===== src/design/scl_pkg.sv =====
// Functional notes
// - Both rotary switches are sampled only at power-up; later changes are ignored.
// - Lower switch above 9 at power-up selects bit-rate selection from upper switch.
// - Upper positions 0 to 7 map to 10k,20k,50k,125k,250k,500k,800k,1M bit/s.
// - Bit rate lives in nonvolatile storage; unconfigured default is 1 Mbit/s.
// - Node address is never stored; it is derived anew at every power-up.
// - Node address equals ten times upper switch plus lower switch.
// - Decoded addresses 128 and 129 are invalid.
// - Decoded address zero is invalid; valid addresses are 1 to 127.
// - Bit-rate position or invalid address keeps the fieldbus silent.
// - Only a power cycle with valid switches enables communication after invalid start.
// - A bit-rate selection power-up yields no node address from the switches.
// - Each blink lasts 200 ms; sequences are separated by one second off.
// - Continuous blinking alternates 200 ms on and 200 ms off.
// - Blink-N gives N 200 ms pulses, 200 ms gaps, then one second off.
// - Stored bit rate is overwritten only when the selection has changed.
// - Error indicator blinks continuously when the switches hold an invalid address.
// - Run indicator: blinking pre-op, on operational, blink-1 stopped, off in reset.
package scl_pkg;

	// ----------------------------------------------------------------
	// Register map (byte addresses)
	// ----------------------------------------------------------------
	localparam logic [7:0] SCL_OFF_CONFIG = 8'h00;
	localparam logic [7:0] SCL_OFF_CTRL = 8'h04;
	localparam logic [7:0] SCL_OFF_IRQ_STAT = 8'h08;
	localparam logic [7:0] SCL_OFF_IRQ_MASK = 8'h0C;
	localparam logic [7:0] SCL_OFF_NV_RATE = 8'h10;

	// ----------------------------------------------------------------
	// Field positions
	// ----------------------------------------------------------------
	localparam int SCL_CFG_ADDR_LSB = 0;
	localparam int SCL_CFG_RATE_LSB = 8;
	localparam int SCL_CFG_VALID_BIT = 12;
	localparam int SCL_CFG_RATESEL_BIT = 13;
	localparam int SCL_CFG_DONE_BIT = 14;
	localparam int SCL_CFG_UPPER_LSB = 16;
	localparam int SCL_CFG_LOWER_LSB = 20;
	localparam int SCL_CTRL_RUN_LSB = 0;
	localparam int SCL_CTRL_ERR_LSB = 2;
	localparam int SCL_CTRL_ERRN_LSB = 4;
	localparam int SCL_CTRL_ACT_LSB = 8;
	localparam int SCL_IRQ_DONE_BIT = 0;
	localparam int SCL_IRQ_INVALID_BIT = 1;
	localparam int SCL_IRQ_RATEWR_BIT = 2;

	// ----------------------------------------------------------------
	// Switch decoding and reset values
	// ----------------------------------------------------------------
	localparam logic [3:0] SCL_LOWER_MAX_DIGIT = 4'h9;
	localparam logic [3:0] SCL_UPPER_MAX_RATE_POS = 4'h7;
	localparam logic [7:0] SCL_ADDR_MAX = 8'h7F;
	localparam logic [7:0] SCL_ADDR_TEN = 8'h0A;
	localparam logic [2:0] SCL_RATE_DEFAULT = 3'h7;
	localparam logic [31:0] SCL_IRQ_MASK_RESET = 32'h0000_0000;

	// ----------------------------------------------------------------
	// Timing
	// ----------------------------------------------------------------
	localparam int SCL_CLK_HZ = 40_000_000;
	localparam int SCL_BLINK_MS = 200;
	localparam int SCL_GAP_MS = 1000;
	localparam int SCL_BLINK_CYC = SCL_CLK_HZ / 1000 * SCL_BLINK_MS;
	localparam int SCL_GAP_SLOTS = SCL_GAP_MS / SCL_BLINK_MS;

	// ----------------------------------------------------------------
	// Types
	// ----------------------------------------------------------------
	typedef enum logic [1:0]
	{
		SCL_PAT_OFF = 2'b00,
		SCL_PAT_ON = 2'b01,
		SCL_PAT_BLINKING = 2'b10,
		SCL_PAT_BLINKN = 2'b11
	} scl_pat_t;

	typedef enum logic [1:0]
	{
		SCL_RUN_RESET = 2'b00,
		SCL_RUN_PREOP = 2'b01,
		SCL_RUN_OPER = 2'b10,
		SCL_RUN_STOPPED = 2'b11
	} scl_run_t;

	typedef enum logic [1:0]
	{
		SCL_ST_SAMPLE = 2'b00,
		SCL_ST_DONE = 2'b01
	} scl_state_t;

endpackage : scl_pkg


===== src/design/scl_top.sv =====
// Our own choices: the AHB-Lite slave port and the register offsets.
module scl_top
	import scl_pkg::*;
#(
	parameter int BLINK_CYC = SCL_BLINK_CYC,
	parameter int NUM_LED = 7
)
(
	input wire logic hclk,
	input wire logic hresetn,
	input wire logic hsel,
	input wire logic [31:0] haddr,
	input wire logic [1:0] htrans,
	input wire logic hwrite,
	input wire logic [2:0] hsize,
	input wire logic [31:0] hwdata,
	input wire logic hready,
	output logic [31:0] hrdata,
	output logic hreadyout,
	output logic hresp,
	input wire logic [3:0] upper_switch,
	input wire logic [3:0] lower_switch,
	input wire logic [2:0] nv_rate_in,
	input wire logic nv_rate_valid,
	output logic nv_rate_write,
	output logic [2:0] nv_rate_out,
	output logic [6:0] node_address,
	output logic [2:0] bit_rate,
	output logic fieldbus_enable,
	output logic [NUM_LED-1:0] led,
	output logic irq
);

	// ----------------------------------------------------------------
	// Power-up sampling
	// ----------------------------------------------------------------
	function automatic logic [7:0] decode_addr(input logic [3:0] up, input logic [3:0] lo);
		decode_addr = 8'(up) * SCL_ADDR_TEN + 8'(lo);
	endfunction

	scl_state_t state_reg, state_next;
	logic [3:0] upper_reg, upper_next, lower_reg, lower_next;
	logic [6:0] addr_reg, addr_next;
	logic [2:0] rate_reg, rate_next;
	logic valid_reg, valid_next, ratesel_reg, ratesel_next;
	logic nvwr_reg, nvwr_next;
	logic ev_done, ev_invalid;
	logic [7:0] dec;

	always_comb
	begin
		state_next = state_reg;
		upper_next = upper_reg;
		lower_next = lower_reg;
		addr_next = addr_reg;
		rate_next = rate_reg;
		valid_next = valid_reg;
		ratesel_next = ratesel_reg;
		nvwr_next = 1'b0;
		ev_done = 1'b0;
		ev_invalid = 1'b0;
		dec = decode_addr(upper_switch, lower_switch);
		case (state_reg)
			SCL_ST_SAMPLE:
			begin
				// Switches are captured once, after reset release only
				upper_next = upper_switch;
				lower_next = lower_switch;
				state_next = SCL_ST_DONE;
				ev_done = 1'b1;
				rate_next = nv_rate_valid ? nv_rate_in : SCL_RATE_DEFAULT;
				if (lower_switch > SCL_LOWER_MAX_DIGIT)
				begin
					ratesel_next = 1'b1;
					valid_next = 1'b0;
					addr_next = 7'h00;
					ev_invalid = 1'b1;
					// Positions 8..15 keep the stored value
					if (upper_switch <= SCL_UPPER_MAX_RATE_POS)
					begin
						rate_next = upper_switch[2:0];
						// Only rewrite nonvolatile storage on a real change
						nvwr_next = !nv_rate_valid || (nv_rate_in != upper_switch[2:0]);
					end
				end
				else
				begin
					ratesel_next = 1'b0;
					// Address is never persisted, only derived here
					addr_next = dec[6:0];
					valid_next = (dec != 8'h00) && (dec <= SCL_ADDR_MAX);
					ev_invalid = !valid_next;
				end
			end
			SCL_ST_DONE:
			begin
				// Held until the next power-up; no re-sampling path exists
				state_next = SCL_ST_DONE;
			end
			default:
			begin
				state_next = SCL_ST_SAMPLE;
			end
		endcase
	end

	always_ff @(posedge hclk or negedge hresetn)
	begin
		if (!hresetn)
		begin
			state_reg <= SCL_ST_SAMPLE;
			upper_reg <= 4'h0;
			lower_reg <= 4'h0;
			addr_reg <= 7'h00;
			rate_reg <= SCL_RATE_DEFAULT;
			valid_reg <= 1'b0;
			ratesel_reg <= 1'b0;
			nvwr_reg <= 1'b0;
		end
		else
		begin
			state_reg <= state_next;
			upper_reg <= upper_next;
			lower_reg <= lower_next;
			addr_reg <= addr_next;
			rate_reg <= rate_next;
			valid_reg <= valid_next;
			ratesel_reg <= ratesel_next;
			nvwr_reg <= nvwr_next;
		end
	end

	// ----------------------------------------------------------------
	// Sampled settings
	// ----------------------------------------------------------------
	assign node_address = addr_reg;
	assign bit_rate = rate_reg;
	assign nv_rate_write = nvwr_reg;
	assign nv_rate_out = rate_reg;
	assign fieldbus_enable = valid_reg && (state_reg == SCL_ST_DONE);

	// ----------------------------------------------------------------
	// Blink timebase: one pulse per 200 ms slot
	// ----------------------------------------------------------------
	logic [31:0] tick_cnt_reg, tick_cnt_next;
	logic tick;

	always_comb
	begin
		// One shared counter keeps all indicators in step with each other
		tick = (tick_cnt_reg == 32'(BLINK_CYC - 1));
		tick_cnt_next = tick ? 32'h0000_0000 : tick_cnt_reg + 32'h0000_0001;
	end

	always_ff @(posedge hclk or negedge hresetn)
	begin
		if (!hresetn)
			tick_cnt_reg <= 32'h0000_0000;
		else
			tick_cnt_reg <= tick_cnt_next;
	end

	// ----------------------------------------------------------------
	// Pattern generators, one per indicator
	// ----------------------------------------------------------------
	logic [31:0] ctrl_reg, ctrl_next;
	scl_pat_t pat [NUM_LED];
	logic [3:0] cnt [NUM_LED];

	always_comb
	begin
		for (int i = 0; i < NUM_LED; i++)
		begin
			pat[i] = SCL_PAT_OFF;
			cnt[i] = 4'h1;
		end
		// Indicator 5 (index 4): run state
		case (scl_run_t'(ctrl_reg[SCL_CTRL_RUN_LSB +: 2]))
			SCL_RUN_PREOP: pat[4] = SCL_PAT_BLINKING;
			SCL_RUN_OPER: pat[4] = SCL_PAT_ON;
			SCL_RUN_STOPPED: pat[4] = SCL_PAT_BLINKN;
			default: pat[4] = SCL_PAT_OFF;
		endcase
		// Indicator 4 (index 3): invalid address overrides software
		if (!valid_reg && (state_reg == SCL_ST_DONE))
			pat[3] = SCL_PAT_BLINKING;
		else
		begin
			pat[3] = scl_pat_t'(ctrl_reg[SCL_CTRL_ERR_LSB +: 2]);
			cnt[3] = ctrl_reg[SCL_CTRL_ERRN_LSB +: 4];
		end
		// Activity indicators 1,2,3,7 follow software; 6 (index 5) stays off
		pat[0] = ctrl_reg[SCL_CTRL_ACT_LSB] ? SCL_PAT_ON : SCL_PAT_OFF;
		pat[1] = ctrl_reg[SCL_CTRL_ACT_LSB + 1] ? SCL_PAT_ON : SCL_PAT_OFF;
		pat[2] = ctrl_reg[SCL_CTRL_ACT_LSB + 2] ? SCL_PAT_ON : SCL_PAT_OFF;
		pat[6] = ctrl_reg[SCL_CTRL_ACT_LSB + 3] ? SCL_PAT_ON : SCL_PAT_OFF;
	end

	genvar g;
	generate
		for (g = 0; g < NUM_LED; g++)
		begin : g_led
			// Slot counter: N pulses with N-1 gaps, then five off slots of 200 ms
			// Six bits so that N = 15 (34 slots) does not wrap the sequence
			logic [5:0] slot_reg, slot_next;
			logic led_reg, led_next;
			logic [5:0] seq_len;
			always_comb
			begin
				// Last index: final pulse at slot 2N - 2, then five gap slots
				seq_len = 6'({cnt[g], 1'b0}) + 6'(SCL_GAP_SLOTS) - 6'h02;
				slot_next = slot_reg;
				led_next = led_reg;
				// Steady patterns follow a change at once instead of waiting for a slot
				if (pat[g] == SCL_PAT_ON)
					led_next = 1'b1;
				else if (pat[g] == SCL_PAT_OFF)
					led_next = 1'b0;
				if (tick)
				begin
					slot_next = (slot_reg >= seq_len) ? 6'h00 : slot_reg + 6'h01;
					case (pat[g])
						SCL_PAT_ON: led_next = 1'b1;
						SCL_PAT_BLINKING: led_next = !led_reg;
						// Even slots below 2N are on, odd ones and the gap off
						SCL_PAT_BLINKN: led_next = (slot_next < 6'({cnt[g], 1'b0}))
							&& !slot_next[0];
						default: led_next = 1'b0;
					endcase
				end
			end
			always_ff @(posedge hclk or negedge hresetn)
			begin
				if (!hresetn)
				begin
					slot_reg <= 6'h00;
					led_reg <= 1'b0;
				end
				else
				begin
					slot_reg <= slot_next;
					led_reg <= led_next;
				end
			end
			assign led[g] = led_reg;
		end
	endgenerate

	// ----------------------------------------------------------------
	// AHB-Lite slave and interrupts
	// ----------------------------------------------------------------
	logic wr_pend_reg, wr_pend_next, rd_pend_reg, rd_pend_next;
	logic [7:0] a_reg, a_next;
	logic [31:0] rdata_reg, rdata_next, stat_reg, stat_next, mask_reg, mask_next;
	logic [31:0] cfg_word;
	logic take;
	// Only whole words are served, so hsize is not looked at

	always_comb
	begin
		take = hsel && hready && htrans[1];
		cfg_word = 32'h0000_0000;
		cfg_word[SCL_CFG_ADDR_LSB +: 7] = addr_reg;
		cfg_word[SCL_CFG_RATE_LSB +: 3] = rate_reg;
		cfg_word[SCL_CFG_VALID_BIT] = valid_reg;
		cfg_word[SCL_CFG_RATESEL_BIT] = ratesel_reg;
		cfg_word[SCL_CFG_DONE_BIT] = (state_reg == SCL_ST_DONE);
		cfg_word[SCL_CFG_UPPER_LSB +: 4] = upper_reg;
		cfg_word[SCL_CFG_LOWER_LSB +: 4] = lower_reg;
		wr_pend_next = take && hwrite;
		rd_pend_next = take && !hwrite;
		a_next = take ? haddr[7:0] : a_reg;
		ctrl_next = ctrl_reg;
		mask_next = mask_reg;
		stat_next = stat_reg;
		rdata_next = rdata_reg;
		if (wr_pend_reg)
		begin
			if (a_reg == SCL_OFF_CTRL)
				ctrl_next = hwdata;
			else if (a_reg == SCL_OFF_IRQ_MASK)
				mask_next = hwdata;
		end
		// A read right behind a write to the same register sees the new word
		if (take && !hwrite)
		begin
			if (haddr[7:0] == SCL_OFF_CONFIG)
				rdata_next = cfg_word;
			else if (haddr[7:0] == SCL_OFF_CTRL)
				rdata_next = ctrl_next;
			else if (haddr[7:0] == SCL_OFF_IRQ_STAT)
				rdata_next = stat_reg;
			else if (haddr[7:0] == SCL_OFF_IRQ_MASK)
				rdata_next = mask_next;
			else if (haddr[7:0] == SCL_OFF_NV_RATE)
				rdata_next = {29'h0000_0000, nv_rate_in};
			else
				rdata_next = 32'h0000_0000;
		end
		// Read clears status; a same-cycle event still sets its bit
		if (rd_pend_reg && (a_reg == SCL_OFF_IRQ_STAT))
			stat_next = 32'h0000_0000;
		if (ev_done)
			stat_next[SCL_IRQ_DONE_BIT] = 1'b1;
		if (ev_invalid)
			stat_next[SCL_IRQ_INVALID_BIT] = 1'b1;
		if (nvwr_next)
			stat_next[SCL_IRQ_RATEWR_BIT] = 1'b1;
	end

	always_ff @(posedge hclk or negedge hresetn)
	begin
		if (!hresetn)
		begin
			wr_pend_reg <= 1'b0;
			rd_pend_reg <= 1'b0;
			a_reg <= 8'h00;
			rdata_reg <= 32'h0000_0000;
			ctrl_reg <= 32'h0000_0000;
			stat_reg <= 32'h0000_0000;
			mask_reg <= SCL_IRQ_MASK_RESET;
		end
		else
		begin
			wr_pend_reg <= wr_pend_next;
			rd_pend_reg <= rd_pend_next;
			a_reg <= a_next;
			rdata_reg <= rdata_next;
			ctrl_reg <= ctrl_next;
			stat_reg <= stat_next;
			mask_reg <= mask_next;
		end
	end

	assign hrdata = rdata_reg;
	assign hreadyout = 1'b1;
	assign hresp = 1'b0;

	// ----------------------------------------------------------------
	// Interrupt output
	// ----------------------------------------------------------------
	assign irq = |(stat_reg & mask_reg);

endmodule // scl_top


===== config.mk =====
export PLATFORM = sky130hd
export DESIGN_NAME = scl_top
export DESIGN_NICKNAME = d
export VERILOG_FILES = /design/src/design/scl_pkg.sv /design/src/design/scl_top.sv
export SDC_FILE = /design/constraint.sdc
export NUM_CORES = 1
export LEC_CHECK = 0
export BUFFER_PORTS_ARGS = -buffer_cell sky130_fd_sc_hd__buf_2
export CORE_ASPECT_RATIO = 1.1
export CORE_MARGIN = 2
export CORE_UTILIZATION = 55
export DETAILED_ROUTE_END_ITERATION = 6
export HOLD_SLACK_MARGIN = 0.08
export MAX_ROUTING_LAYER = met4
export PLACE_DENSITY = 0.78
export SLEW_MARGIN = 20
export SYNTH_ARGS = -nofsm -noshare
export SYNTH_HDL_FRONTEND = slang
export SYNTH_SLANG_ARGS = --single-unit
export TNS_END_PERCENT = 5

===== constraint.sdc =====
create_clock -name hclk -period 4.3 [get_ports hclk]
set_input_delay 0.43 -clock hclk [delete_from_list [all_inputs] [get_ports hclk]]
set_output_delay 0.43 -clock hclk [all_outputs]
set_load 0.02 [all_outputs]

Word-level counts from Yosys, hierarchy flattened
Cells that the tools add are included.
{"block": "op_classes", "addsub": 10, "n_mul": 1, "n_lt_le_gt_ge": 15, "eq_ne": 31, "n_mux": 65, "n_bitwise": 1, "n_reduce_logical": 51}
{"cell": "$mux 32", "count": 10}
{"cell": "$add 6x1->6 const B", "count": 6}
{"cell": "$mux 6", "count": 6}
{"cell": "$mux 1", "count": 34}
{"cell": "$add 32x1->32 const B", "count": 1}
{"cell": "$and 3x32->32", "count": 1}
{"cell": "$eq 32x23->1 const B", "count": 1}
{"cell": "$eq 8x4->1 const B", "count": 4}
{"cell": "$reduce_or 32->1", "count": 1}
{"cell": "$ge 6x3->1 const B", "count": 5}
{"cell": "$lt 6x2->1 const B", "count": 5}
{"cell": "$pmux 1 s3", "count": 6}
{"cell": "$reduce_bool 3->1", "count": 6}
{"cell": "$eq 1x2->1 const B", "count": 8}
{"cell": "$eq 8x3->1 const B", "count": 2}
{"cell": "$logic_not 1->1", "count": 16}
{"cell": "$mux 3", "count": 5}
{"cell": "$logic_and 1x1->1", "count": 14}
{"cell": "$logic_not 2->1", "count": 7}
{"cell": "$eq 2x2->1 const B", "count": 6}
{"cell": "$add 8x4->8", "count": 1}
{"cell": "$eq 2x1->1 const B", "count": 4}
{"cell": "$eq 8x5->1 const B", "count": 1}
{"cell": "$le 8x7->1 const B", "count": 1}
{"cell": "other kinds (18)", "count": 23}
{"block": "totals", "ff_bits": 206, "in_bits": 86, "out_inout_bits": 57, "word_cells": 204}

Longest topological paths before layout
{"block": "depth", "word_depth": 11, "ltp_mapped": 16, "depth_no_buf": 16}

Worst setup path after synthesis
No wires, ideal clock.
{"block": "synth_timing", "path_type": "flip-flop to flip-flop", "start": "register valid_reg", "end": "register g_led[3].led_reg", "t_arrival_ps": 2937, "required_ps": 4217, "slack_ps": 1280, "stages_incl_launch_ff": 17, "synth_period_minus_slack_ps": 3020, "path_cell_list": "dfrtp_1 -> nand2b_1 -> nand2_1 -> inv_1 -> ha_1 -> xor2_1 -> ha_1 -> a2111oi_0 -> o21a_1 -> nor2_1 -> nor2_1 -> ha_1 -> a21oi_1 -> nand2_1 -> a211oi_1 -> a31oi_1 -> o21ai_0"}
{"block": "synth_via", "elab_chain_len": 11, "word_cells_on_any_way": 19, "cone_classes": "2 x add/sub; 2 x order compare; 3 x eq/ne; 6 x mux; 6 x reduce/logical"}
{"item": "from (decl)", "line_no": "scl_top.sv:45", "rtl": "logic valid_reg, valid_next, ratesel_reg, ratesel_next;"}
{"item": "from (signal assigned)", "line_no": "scl_top.sv:127", "rtl": "valid_reg <= valid_next;"}
{"item": "$logic_not 1->1 *", "line_no": "scl_top.sv:185", "rtl": "if (!valid_reg && (state_reg == SCL_ST_DONE))"}
{"item": "$logic_and 1x1->1 *", "line_no": "scl_top.sv:185"}
{"item": "$mux 4", "line_no": "scl_top.sv:185"}
{"item": "$add 5x3->6", "line_no": "scl_top.sv:211", "rtl": "seq_len = 6'({cnt[g], 1'b0}) + 6'(SCL_GAP_SLOTS) - 6'h02;"}
{"item": "$sub 6x2->6", "line_no": "scl_top.sv:211"}
{"item": "$ge 6x6->1", "line_no": "scl_top.sv:221", "rtl": "slot_next = (slot_reg >= seq_len) ? 6'h00 : slot_reg + 6'h01;"}
{"item": "$mux 6", "line_no": "scl_top.sv:221"}
{"item": "$lt 6x5->1 or $logic_not 1->1 (tied branches)", "line_no": "scl_top.sv:226, scl_top.sv:227"}
{"item": "$logic_and 1x1->1", "line_no": "scl_top.sv:227", "rtl": "&& !slot_next[0];"}
{"item": "$pmux 1 s3", "line_no": "scl_top.sv:222", "rtl": "case (pat[g])"}
{"item": "$mux 1", "line_no": "scl_top.sv:219", "rtl": "if (tick)"}
{"item": "to (signal assigned)", "line_no": "scl_top.sv:242", "rtl": "led_reg <= led_next;"}
{"item": "to (decl)", "line_no": "scl_top.sv:206", "rtl": "logic led_reg, led_next;"}
Mark *: on every way between the ends. The rest lies on a longest branch, timed or not.
A chain may end at the register's enable or synchronous reset.

Final worst setup path
Ends and elaborated chain as after synthesis.

==> summary.txt <==
Antenna violations before repair -> 0
Clock buffer depth -> 2
Final setup TNS -> 0 ns
Clk Latency, worst-skew pair -> 0.42 ns
Synth Cell Area -> 8790 um2
Slew margin rel. -> 0.3775
Placer congestion estimate -> 0.8701
Worst Tran Pin Value -> 0.9311 ns
DP HPWL -> 13.69 mm
Max-slew violations -> 0
IO Count -> 143
# Post-CTS Setup Buffers -> 0
VDD IR max -> 0.3176 mV
Synthesized instance count -> 821
Post-DP Area -> 9393 um2
Layout cells sized above 1 -> 0.2478
Multi-input combinational cell area -> 3879 um2
WL/cell -> 18.03 um
Yosys reg bits -> 181
Max-Cap Viols -> 0
Largest net degree at the start of global routing -> 115
Status -> finished clean
EDFF count, synth -> 0
Number of I/O port buffers -> 111
# clock sinks -> 181
Core Region -> 15,680 um2
Hold Crit Class -> input pin to asynchronous set/reset pin
Part of the Yosys area used for sequential elements -> 0.5157
Post-synth top cells -> 178 x dfrtp_1, 139 x nand2_1, 57 x nand3_1, 41 x mux2_4, 36 x nor2_1
Starting Density -> 0.5607
Antenna-violating nets left -> 0
Number of global-route vias before repair -> 6,490
Pre-CTS setup slack -> 0.8657 ns
Area leader, netlist -> dfrtp_1
Chip width -> 124.5 um
Synth warn -> 0
Critical Path AT -> 3.81 ns
Sequential cell area -> 4533 um2
RSZ-0062 raised after global routing -> false
# setup viols final -> 0
Crit path time final -> 3.465 ns
Drt drc -> 0
CP max FO -> 7
Final hold vios -> 0
Main synth FF type -> dfrtp_1
WS Path Type -> flip-flop to flip-flop
Number of DRC markers in iteration 0 -> 397
Top-area cell type share of the netlist area -> 0.5068
Syn avg cell area -> 10.71 um2
Setup crit end kind -> flip-flop
Fmax -> 0.2886 GHz
Detailed Routing Iterations Pass 1 -> 5
Post-DR vias/cell -> 5.811
CTS clk-pin slew, worst paths -> 0.06 ns
Clock Skew -> 0.006745 ns
Leak -> 4.832 nW
Finished Cell Area -> 10,020 um2
Fillers -> 1,228
Final Cycle Share -> 0.8058
H-tree depth -> 4
Nets@finish -> 1,021
Total CTS buffers -> 17
Rows -> 48
Post-Route WL -> 20.28 mm
Area delta synth->final -> 13.98%
Highest routed layer -> met4
Metal-1 WL -> 8.694 mm
Top cells by area, synth -> dfrtp_1 51%, mux2_4 7.0%, nand2_1 5.9%, nand3_1 3.2%, ha_1 3.0%
WL met2 -> 10.09 mm
Post-CTS sizing -> 0
Fraction of registers with async set or reset after synthesis -> 1.000
Total gr overflow -> 0
TritonCTS clock tree -> done
Hold-fix buffers, CTS -> 0
Tot GR Track Use -> 0.2520
Die Span Y -> 136.6 um
Final setup margin -> 0.8349 ns
DR WL met3 -> 1.028 mm
Total Power -> 4.037 mW
Pwr dens -> 403.0 nW/um2
Yosys cell types -> 54
Startpoint Class -> flip-flop
Die area -> 17,010 um2
First-pass GRT wire length -> 32.86 mm
Via count -> 6,537
Clk Tree Root Cell -> clkbuf_16
Required @ worst endpoint -> 4.64 ns
Most common cell in the netlist -> dfrtp_1
==> layout by cell type, fill, tap and decap left out, types with 9 or more instances in the layout <==
| master | count |
|---|---|
| xor2_1 | 25 |
| dfrtp_1 | 178 |
| clkbuf_16 | 17 |
| a21oi_1 | 20 |
| nand3_1 | 57 |
| and3_1 | 9 |
| nor2_1 | 36 |
| mux2_2 | 21 |
| nand2_1 | 139 |
| inv_1 | 17 |
| xnor2_1 | 20 |
| ha_1 | 21 |
| o22ai_1 | 23 |
| a21o_1 | 21 |
| buf_2 | 110 |
| mux2_4 | 41 |
| nand4_1 | 11 |
| o21ai_0 | 21 |
| a31oi_1 | 20 |
| buf_4 | 14 |
==> stage by stage <==
stage | hold WS [ns] | cells | util
after floorplan | 0.1344 | 823 | -
after global placement | 0.3592 | 1093 | 0.5992
after detailed placement | 0.3605 | 1093 | 0.5992
after CTS | 0.1870 | 1124 | 0.6388
after global routing | 0.1673 | 1124 | 0.6390
final | 0.1073 | 1125 | 0.6391
==> path summary, 6_finish.rpt <==
| check | startpoint | end | slack [ns] | depth (start not counted) |
|---|---|---|---|---|
| worst max-delay path | valid_reg | g_led[3].led_reg | 0.83 | 16 |
| worst min-delay path | hresetn | tick_cnt_reg[20] | 0.11 | 1 |
| worst max register to register | valid_reg | g_led[3].led_reg | 0.83 | 16 |
| worst min register to register | ctrl_reg[9] | g_led[1].led_reg | 0.38 | 0 |
| max in group asynchronous | hresetn | ctrl_reg[11] | 3.13 | 2 |
| min in group hclk | hwdata[8] | ctrl_reg[8] | 0.24 | 3 |
==> area by class of cell <==
type,instances,share of cell area
antenna,1,0.0002498
clock buffer,19,0.04421
clock inverter,12,0.01773
inverter,17,0.006369
multi-input combinational,570,0.3872
sequential,181,0.4525
tap,200,0.02498
timing repair buffer,125,0.06682
==> kinds of logic (layout without fill, tap and decap cells) <==
logic type | count (synthesis) | after routing | share of synthesized area
other | 2 | 5 | 0.0008544
and+or+nand+nor | 305 | 305 | 0.1663
muxes | 66 | 66 | 0.1019
AOI/OAI and AO/OA | 127 | 127 | 0.09082
buffers and inverters | 72 | 173 | 0.04512
adders and majority gates | 23 | 23 | 0.03445
DFF | 181 | 181 | 0.5157
xor gates and xnor gates | 45 | 45 | 0.04484
==> routing by layer <==
layer / up-vias / track usage
met5: - / -
met4: 0 / 0.08989
met3: 35 / 0.04222
met2: 201 / 0.4041
met1: 3260 / 0.3291
li1: 3041 / -
==> critical path: stages, from the launching register on <==
cell	delay [ns]
dfrtp_1	0.41
nand2b_1	0.25
nand2_1	0.14
inv_1	0.06
ha_1	0.21
xor2_1	0.16
ha_1	0.29
a2111oi_0	0.39
o21a_1	0.22
nor2_1	0.10
nor2_1	0.18
ha_1	0.28
a21oi_1	0.13
nand2_1	0.07
a211oi_1	0.25
a31oi_1	0.12
o21ai_0	0.12
==> power breakdown <==
part / leakage [nW] / total [mW] / switching, mW / internal [mW]
clock network: 0.304 / 1.63 / 0.648 / 0.987
registers: 2.18 / 1.90 / 0.0795 / 1.82
logic: 2.34 / 0.500 / 0.297 / 0.203
No activity file was read; power rests on OpenSTA's default activity.
